### src/hdl/instr_exec_defines.svh
`ifndef INSTR_EXEC_DEFINES_SVH
`define INSTR_EXEC_DEFINES_SVH

// ------------------------------------------------------------------
// Instruction word layout
// ------------------------------------------------------------------
`define IW_WIDTH 14
`define OPC_MSB 13
`define OPC_LSB 8
`define DEST_BIT 7
`define REG_MSB 6
`define LIT_MSB 7

// ------------------------------------------------------------------
// Opcode patterns (bits 13..8)
// ------------------------------------------------------------------
`define OPC_INC_SKIP_ZERO 6'h0f
`define OPC_OR_LITERAL 6'h1a
`define OPC_OR_ACC_REG 6'h04
`define OPC_MOVE_REG 6'h08
`define OPC_MOVE_LITERAL 6'h19

// ------------------------------------------------------------------
// Destination encoding and reset values
// ------------------------------------------------------------------
`define DEST_ACC 1'h0
`define DEST_FILE 1'h1
`define ACC_RESET 8'h00
`define ZERO_RESET 1'h0
`define REG_ADDR_RESET 7'h00

`endif

### src/hdl/instr_exec_pkg.sv
package instr_exec_pkg;

   // Decoded operation of the current instruction word.
   typedef enum logic [2:0] {
      OP_NONE,
      OP_INC_SKIP_ZERO,
      OP_OR_LITERAL,
      OP_OR_ACC_REG,
      OP_MOVE_REG,
      OP_MOVE_LITERAL
   } op_kind_t;

   // Execution phase: normal issue, or a forced no-op after a skip.
   typedef enum logic {
      ST_RUN,
      ST_SKIP
   } exec_state_t;

endpackage

### src/hdl/instr_classify.sv
`timescale 1ns/1ps
`include "instr_exec_defines.svh"

// Maps an instruction word to the operation it requests.
module instr_classify (
   input wire logic [`IW_WIDTH-1:0] word_in,
   output instr_exec_pkg::op_kind_t kind_out
);
   import instr_exec_pkg::*;

   logic [5:0] opc;

   // ---------------------------------------------------------------
   // Opcode decode
   // ---------------------------------------------------------------

   // Top six bits select the operation; move from register also needs
   // bit 7 clear.
   always_comb begin
      opc = word_in[`OPC_MSB:`OPC_LSB];
      if (opc == `OPC_INC_SKIP_ZERO) begin
         kind_out = OP_INC_SKIP_ZERO;
      end else if (opc == `OPC_OR_LITERAL) begin
         kind_out = OP_OR_LITERAL;
      end else if (opc == `OPC_OR_ACC_REG) begin
         kind_out = OP_OR_ACC_REG;
      end else if (opc == `OPC_MOVE_REG &&
                   word_in[`DEST_BIT] == `DEST_ACC) begin
         kind_out = OP_MOVE_REG;
      end else if (opc == `OPC_MOVE_LITERAL) begin
         kind_out = OP_MOVE_LITERAL;
      end else begin
         kind_out = OP_NONE;
      end
   end

endmodule

### src/hdl/increment_or_move_instr_exec.sv
`timescale 1ns/1ps
`include "instr_exec_defines.svh"

// Notes on behaviour
// - Opcode 001111 d fffffff increments register, skips next if zero.
// - Zero result turns next instruction into a no-op: two cycles.
// - Destination bit 0 writes accumulator, 1 writes the file register.
// - Register operands address file registers 00h to 7Fh only.
// - Opcode 011010 k: accumulator ORed with literal, one cycle, Z updated.
// - Opcode 000100 d f: accumulator OR register, to destination, Z updated.
// - Opcode 0010000 f copies register into accumulator; flags untouched.
// - Opcode 011001 k loads literal into accumulator; flags untouched.
module increment_or_move_instr_exec (
   input wire logic clk_in,
   input wire logic rst_in,
   input wire logic instr_valid_in,
   input wire logic [`IW_WIDTH-1:0] instr_in,
   input wire logic [7:0] file_rd_data_in,
   output logic [6:0] file_addr_out,
   output logic file_wr_en_out,
   output logic [7:0] file_wr_data_out,
   output logic [7:0] acc_out,
   output logic zero_flag_out,
   output logic zero_wr_out,
   output logic skipped_out,
   output logic done_out
);
   import instr_exec_pkg::*;

   // ---------------------------------------------------------------
   // State
   // ---------------------------------------------------------------

   typedef struct packed {
      exec_state_t state;
      logic [6:0] addr;
      logic wr_en;
      logic [7:0] wr_data;
      logic [7:0] acc;
      logic zero;
      logic zero_wr;
      logic skipped;
      logic done;
   } exec_regs_t;

   // Registered state and the decoded fields of the current word.
   exec_regs_t state_reg;
   exec_regs_t state_next;
   op_kind_t kind;
   logic [6:0] reg_field;
   logic [7:0] literal;
   logic dest;
   logic [7:0] result;
   logic [7:0] operand;
   logic has_dest;
   logic sets_zero;

   // ---------------------------------------------------------------
   // Decode
   // ---------------------------------------------------------------

   instr_classify classify_inst (
      .word_in(instr_in),
      .kind_out(kind)
   );

   // The register field is seven bits wide, so the address can never
   // leave 00h..7Fh.
   assign reg_field = instr_in[`REG_MSB:0];
   assign literal = instr_in[`LIT_MSB:0];
   assign dest = instr_in[`DEST_BIT];

   // Only the increment and the OR with a register carry a destination
   // bit; only the two OR forms report a zero result.
   always_comb begin
      has_dest = 1'b0;
      sets_zero = 1'b0;
      case (kind)
         OP_INC_SKIP_ZERO: begin
            has_dest = 1'b1;
         end
         OP_OR_ACC_REG: begin
            has_dest = 1'b1;
            sets_zero = 1'b1;
         end
         OP_OR_LITERAL: begin
            sets_zero = 1'b1;
         end
         default: begin
            // Moves and unknown words leave both flags low.
            has_dest = 1'b0;
         end
      endcase
   end

   // ---------------------------------------------------------------
   // Operand select
   // ---------------------------------------------------------------

   // A write launched by the previous slot only reaches the file at
   // this edge, so the file still shows the old value. The pending
   // write is handed straight to the next instruction, which keeps
   // back-to-back increments of one counter from losing a count.
   always_comb begin
      if (state_reg.wr_en && state_reg.addr == reg_field) begin
         operand = state_reg.wr_data;
      end else begin
         operand = file_rd_data_in;
      end
   end

   // ---------------------------------------------------------------
   // Execute
   // ---------------------------------------------------------------

   // The register file answers the address combinationally, so the
   // read data belongs to the instruction presented this cycle. A slot
   // taken at one edge shows its results from that edge on; pulses
   // last one cycle and the accumulator and flag hold until changed.
   always_comb begin
      // Pulses fall back low each cycle; held values carry over.
      state_next = state_reg;
      state_next.wr_en = 1'b0;
      state_next.zero_wr = 1'b0;
      state_next.skipped = 1'b0;
      state_next.done = 1'b0;
      result = 8'h00;
      state_next.addr = reg_field;
      case (state_reg.state)
         ST_SKIP: begin
            // The word in the slot after a zero increment is dropped.
            // Idle cycles leave the skip armed; only a real slot is used.
            if (instr_valid_in) begin
               state_next.state = ST_RUN;
               state_next.skipped = 1'b1;
               state_next.done = 1'b1;
            end
         end
         default: begin
            if (instr_valid_in) begin
               state_next.done = 1'b1;
               case (kind)
                  OP_INC_SKIP_ZERO: begin
                     // Wraps from ffh to 00h, which arms the skip.
                     result = operand + 8'h01;
                     if (result == 8'h00) begin
                        state_next.state = ST_SKIP;
                     end
                  end
                  OP_OR_LITERAL: begin
                     // The literal is ORed in; the zero flag follows.
                     result = state_reg.acc | literal;
                  end
                  OP_OR_ACC_REG: begin
                     // The file operand may come from the pending write.
                     result = state_reg.acc | operand;
                  end
                  OP_MOVE_REG: begin
                     // Status flags are left alone by this move.
                     result = operand;
                  end
                  OP_MOVE_LITERAL: begin
                     // A plain load; status flags are left alone.
                     result = literal;
                  end
                  default: begin
                     // Unknown words take the slot and change nothing.
                     result = 8'h00;
                  end
               endcase
               // Results go to the accumulator or back to the file.
               if (has_dest) begin
                  if (dest == `DEST_FILE) begin
                     state_next.wr_en = 1'b1;
                     state_next.wr_data = result;
                  end else begin
                     state_next.acc = result;
                  end
               end else if (kind != OP_NONE) begin
                  state_next.acc = result;
               end
               // Only the two OR forms touch the zero flag; the increment
               // and both moves leave it as it was.
               if (sets_zero) begin
                  state_next.zero = (result == 8'h00);
                  state_next.zero_wr = 1'b1;
               end
            end
         end
      endcase
   end

   // Registers the whole state word.
   always_ff @(posedge clk_in or posedge rst_in) begin
      if (rst_in) begin
         // Only constants here, so reset never depends on live data.
         state_reg.state <= ST_RUN;
         state_reg.addr <= `REG_ADDR_RESET;
         state_reg.wr_en <= 1'b0;
         state_reg.wr_data <= 8'h00;
         state_reg.acc <= `ACC_RESET;
         state_reg.zero <= `ZERO_RESET;
         state_reg.zero_wr <= 1'b0;
         state_reg.skipped <= 1'b0;
         state_reg.done <= 1'b0;
      end else begin
         state_reg <= state_next;
      end
   end

   // ---------------------------------------------------------------
   // Outputs
   // ---------------------------------------------------------------

   // Every output is a plain view of a register field, so nothing
   // downstream sees a combinational glitch.
   assign file_addr_out = state_reg.addr;
   assign file_wr_en_out = state_reg.wr_en;
   assign file_wr_data_out = state_reg.wr_data;
   assign acc_out = state_reg.acc;
   assign zero_flag_out = state_reg.zero;
   assign zero_wr_out = state_reg.zero_wr;
   assign skipped_out = state_reg.skipped;
   assign done_out = state_reg.done;

endmodule

### config.mk
export PLATFORM = sky130hd
export DESIGN_NAME = increment_or_move_instr_exec
export DESIGN_NICKNAME = d
export VERILOG_FILES = /design/src/hdl/instr_exec_pkg.sv /design/src/hdl/instr_classify.sv /design/src/hdl/increment_or_move_instr_exec.sv
export VERILOG_INCLUDE_DIRS = /design/src /design/src/hdl
export SDC_FILE = /design/constraint.sdc
export NUM_CORES = 1
export LEC_CHECK = 0
export ABC_AREA = 0
export BUFFER_PORTS_ARGS = -buffer_cell sky130_fd_sc_hd__buf_2
export CORE_MARGIN = 2
export CORE_UTILIZATION = 48
export DETAILED_ROUTE_END_ITERATION = 8
export GPL_TIMING_DRIVEN = 0
export MAX_ROUTING_LAYER = met4
export PLACE_DENSITY = 0.84
export SYNTH_ARGS = -nofsm -noshare
export SYNTH_HDL_FRONTEND = slang
export SYNTH_SLANG_ARGS = --single-unit
### constraint.sdc
create_clock -name clk_in -period 3.3 [get_ports clk_in]
set_input_delay 0.825 -clock clk_in [delete_from_list [all_inputs] [get_ports clk_in]]
set_output_delay 0.825 -clock clk_in [all_outputs]
set_load 0.05 [all_outputs]
==> results.sh <==
export IMPL_p_per_area_nw_per_um2=372
export IMPL_ys_seq_area_frac=0.350
export IMPL_fp_coreArea_sq_um=4090
export IMPL_crit_path_start="instr_in[5]"
export IMPL_syn_nets=241
export IMPL_cts_root_buffer="clkbuf_8"
export IMPL_io_buffers=52
export IMPL_tightest_slew_ns=1.08
export IMPL_swShare=0.302
export IMPL_grt_usage=0.225
export IMPL_fillers=351
export IMPL_grt_pass1_vias=1743
export IMPL_postLayoutCellArea_sq_um=2580
export IMPL_grt_max_degree=30
export IMPL_synth_distinct_cells=54
export IMPL_wl_per_cell_um=15.8
export IMPL_slew_limit_headroom=0.282
export IMPL_r2r_cells=13
export IMPL_p_leak_nw=1.24
export IMPL_hp_class="reg -> reg"
export IMPL_crit_required_ns=3.50
export IMPL_synth_top_area_frac=0.350
export IMPL_critPathLaunchType="primary input"
export IMPL_utilization=0.632
export IMPL_fp_dieH_um=69.7
export IMPL_whs_path_depth=2
export IMPL_synth_area_leader_cell="dfrtp_1"
export IMPL_irDropWorstVdd_mv=0.282
export IMPL_max_stage_delay_ns=0.38
export IMPL_critical_path_top_delay_family="compound AO/OA/AOI/OAI gates"
export IMPL_grt_first_pass_wirelength_um=8340
export IMPL_fin_nets=305
export IMPL_power_frac_seq=0.404
export IMPL_post_dp_cell_area_sq_um=2420
export IMPL_dieArea_sq_um=4860
export IMPL_htreeDepth=2
export IMPL_drt_total_wl_um=5190
export IMPL_start_util=0.508
export IMPL_hpwl_um=3780
export IMPL_insertion_delay_ns=0.28
export IMPL_area_delta_synth_final_pct=24.5
export IMPL_row_count=23
export IMPL_setup_viol=0
export IMPL_ys_flop_type="dfrtp_1"
export IMPL_drt_iter0_drc=121
export IMPL_rsz0062_at_grt="false"
export IMPL_synth_async_reset_ratio=1.00
export IMPL_synth_edff_count=0
export IMPL_critical_path_buf_inv_count=3
export IMPL_fin_tns_setup_ns=0
export IMPL_reg2reg_from="file_addr_out[5]$_DFF_PP0_"
export IMPL_grt_overflow=0
export IMPL_dieWidth_um=69.7
export IMPL_globalplace_congestion=0.895
export IMPL_hold_start="zero_flag_out$_DFFE_PP0P_"
export IMPL_drv_slew=0
export IMPL_drive_above_1_share=0.424
export IMPL_worst_r2r_endpoint="zero_flag_out$_DFFE_PP0P_"
export IMPL_p_comb_frac=0.226
export IMPL_cts_buffers=5
export IMPL_path_class="in -> reg"
export IMPL_ios=53
export IMPL_drtAntennaViolNets=0
export IMPL_end_kind="register"
export IMPL_max_cap_viol_count=0
export IMPL_worstPathMaxFanout=10
export IMPL_path_clk_slew_ns=0.06
export IMPL_p_sw_mw=0.290
export IMPL_yosys_register_bits=29
export IMPL_cts_buffer_depth=2
export IMPL_total_power_mw=0.960
export IMPL_n_antenna_cell=0
export IMPL_cp_depth=14
export IMPL_cp_slowest_cell="a2111o_1"
export IMPL_hold_viol_final=0
export IMPL_drc=0
export IMPL_reg2reg_slack_ns=0.27
export IMPL_pwr_share_clk=0.370
export IMPL_num_vias=1876
export IMPL_clock_sinks=29
export IMPL_first_pass_iters=5
export IMPL_worst_hold_slack_ns=0.496
export IMPL_path_cells="buf_2 > xor2_2 > nor4_4 > and2_4 > buf_12 > buf_8 > a21o_1 > ha_4 > nand2_2 > nor2_2 > a21oi_2 > a211o_1 > a2111o_1 > o31ai_2"
export IMPL_arrival_ns=3.47
export IMPL_antenna_found_initial=0
export IMPL_min_period_over_period=0.991
export IMPL_cts_tree="built"
export IMPL_synthCells=214
export IMPL_postSynthAreaPerCell_sq_um=9.69
export IMPL_via_per_inst=5.72
export IMPL_synth_area_leaders="dfrtp_1, buf_4, mux2_2"
export IMPL_synth_warnings=0
export IMPL_clock_fmax_mhz=306
export IMPL_period_minus_slack_ns=3.27
export IMPL_skew_ns=0.00884
export IMPL_internal_power_mw=0.670
export IMPL_whs_endpoint="zero_flag_out$_DFFE_PP0P_"
export IMPL_syn_area_sq_um=2070
export IMPL_status="completed"
cell usage in the layout, fill, tap and decap left out, drive strengths merged, types with 3 or more instances in the layout:
| master | instances |
|---|---|
| a21oi | 9 |
| xor2 | 9 |
| and2 | 3 |
| xnor2 | 4 |
| inv | 3 |
| buf | 84 |
| o21ai | 11 |
| clkbuf | 10 |
| a211oi | 3 |
| mux2i | 9 |
| a22o | 3 |
| and4 | 3 |
| nor3b | 3 |
| mux2 | 11 |
| dfrtp | 29 |
| a22oi | 5 |
| nor2 | 9 |
| nand3 | 5 |
| nand2 | 21 |
| o211ai | 3 |
| nand4 | 5 |
stage by stage:
step	setup WS [ns]	cells
after detailed placement	-0.541	316
after global routing	0.0151	328
after floorplan	-0.113	214
after CTS	0.0132	327
final	0.0304	328
after global placement	-0.478	316
cell type report:
cell class | instances | area [sq um] | area share
well taps | 50 | 62.6 | 0.0242
flip-flops and latches | 29 | 726 | 0.281
clock buffers | 5 | 68.8 | 0.0266
clock inverters | 2 | 35.0 | 0.0136
inverters | 3 | 11.3 | 0.00436
multi-input cells | 150 | 1140 | 0.442
repair buffers | 58 | 305 | 0.118
plain buffers | 31 | 231 | 0.0896
cells by family after synthesis:
| family | count (synthesis) | synth area share |
|---|---|---|
| buf+inv | 35 | 0.115 |
| xor+xnor | 13 | 0.0549 |
| fa+ha+maj | 2 | 0.0121 |
| compound gates | 51 | 0.183 |
| simple gates | 63 | 0.171 |
| mux | 21 | 0.114 |
| flops | 29 | 0.350 |
layer usage:
layer,track usage,share of wire,vias to the layer above
met5,-,0,-
met4,0.103,0.034,0
met3,0.0552,0.073,17
met2,0.354,0.49,92
met1,0.274,0.41,880
li1,-,-,887
worst max path at each step:
stage	slack, ns	end
3_5_place_dp	-0.54	zero_flag_out$_DFFE_PP0P_
5_1_grt	0.02	zero_flag_out$_DFFE_PP0P_
3_3_place_gp	-0.48	zero_flag_out$_DFFE_PP0P_
6_report	0.03	zero_flag_out$_DFFE_PP0P_
4_1_cts	0.01	zero_flag_out$_DFFE_PP0P_
2_1_floorplan	-0.11	zero_flag_out$_DFFE_PP0P_
Yosys cell counts, types with 2 or more instances:
library cell / instances
a211o_1: 2
a211oi_1: 2
a21boi_0: 2
a21o_1: 2
a21oi_1: 8
a22o_1: 3
a22oi_1: 5
and2_1: 2
and4_1: 2
buf_4: 24
clkbuf_1: 6
dfrtp_1: 29
ha_1: 2
inv_1: 2
mux2_2: 11
mux2i_1: 9
nand2_1: 21
nand2b_1: 2
nand3_1: 5
nand4_1: 5
nor2_1: 9
nor2b_1: 2
nor3_1: 2
nor3b_1: 3
o211ai_1: 3
o21ai_0: 11
or3_1: 2
xnor2_1: 4
xor2_1: 9
worst min-delay path: stages (launching register included):
cell and delay (ns):
dfrtp_1 0.35, nand2_1 0.06, o31ai_2 0.05
power groups by stage:
stage | Combinational [mW] | Clock, mW | Sequential (mW)
after floorplan | 0.139 | 0 | 0.405
after global placement | 0.208 | 0 | 0.394
after detailed placement | 0.212 | 0 | 0.394
after CTS | 0.215 | 0.360 | 0.388
after global routing | 0.230 | 0.374 | 0.390
final | 0.217 | 0.355 | 0.388
repair_timing:
action	4_1_cts	5_1_grt
hold buffers	0	0
endpoints found under the setup margin	4	4
gates cloned	0	0
buffers inserted	4	2
gates resized for setup	3	3
pin swaps	3	6
Note: power is estimated with default switching activity, not from simulation.
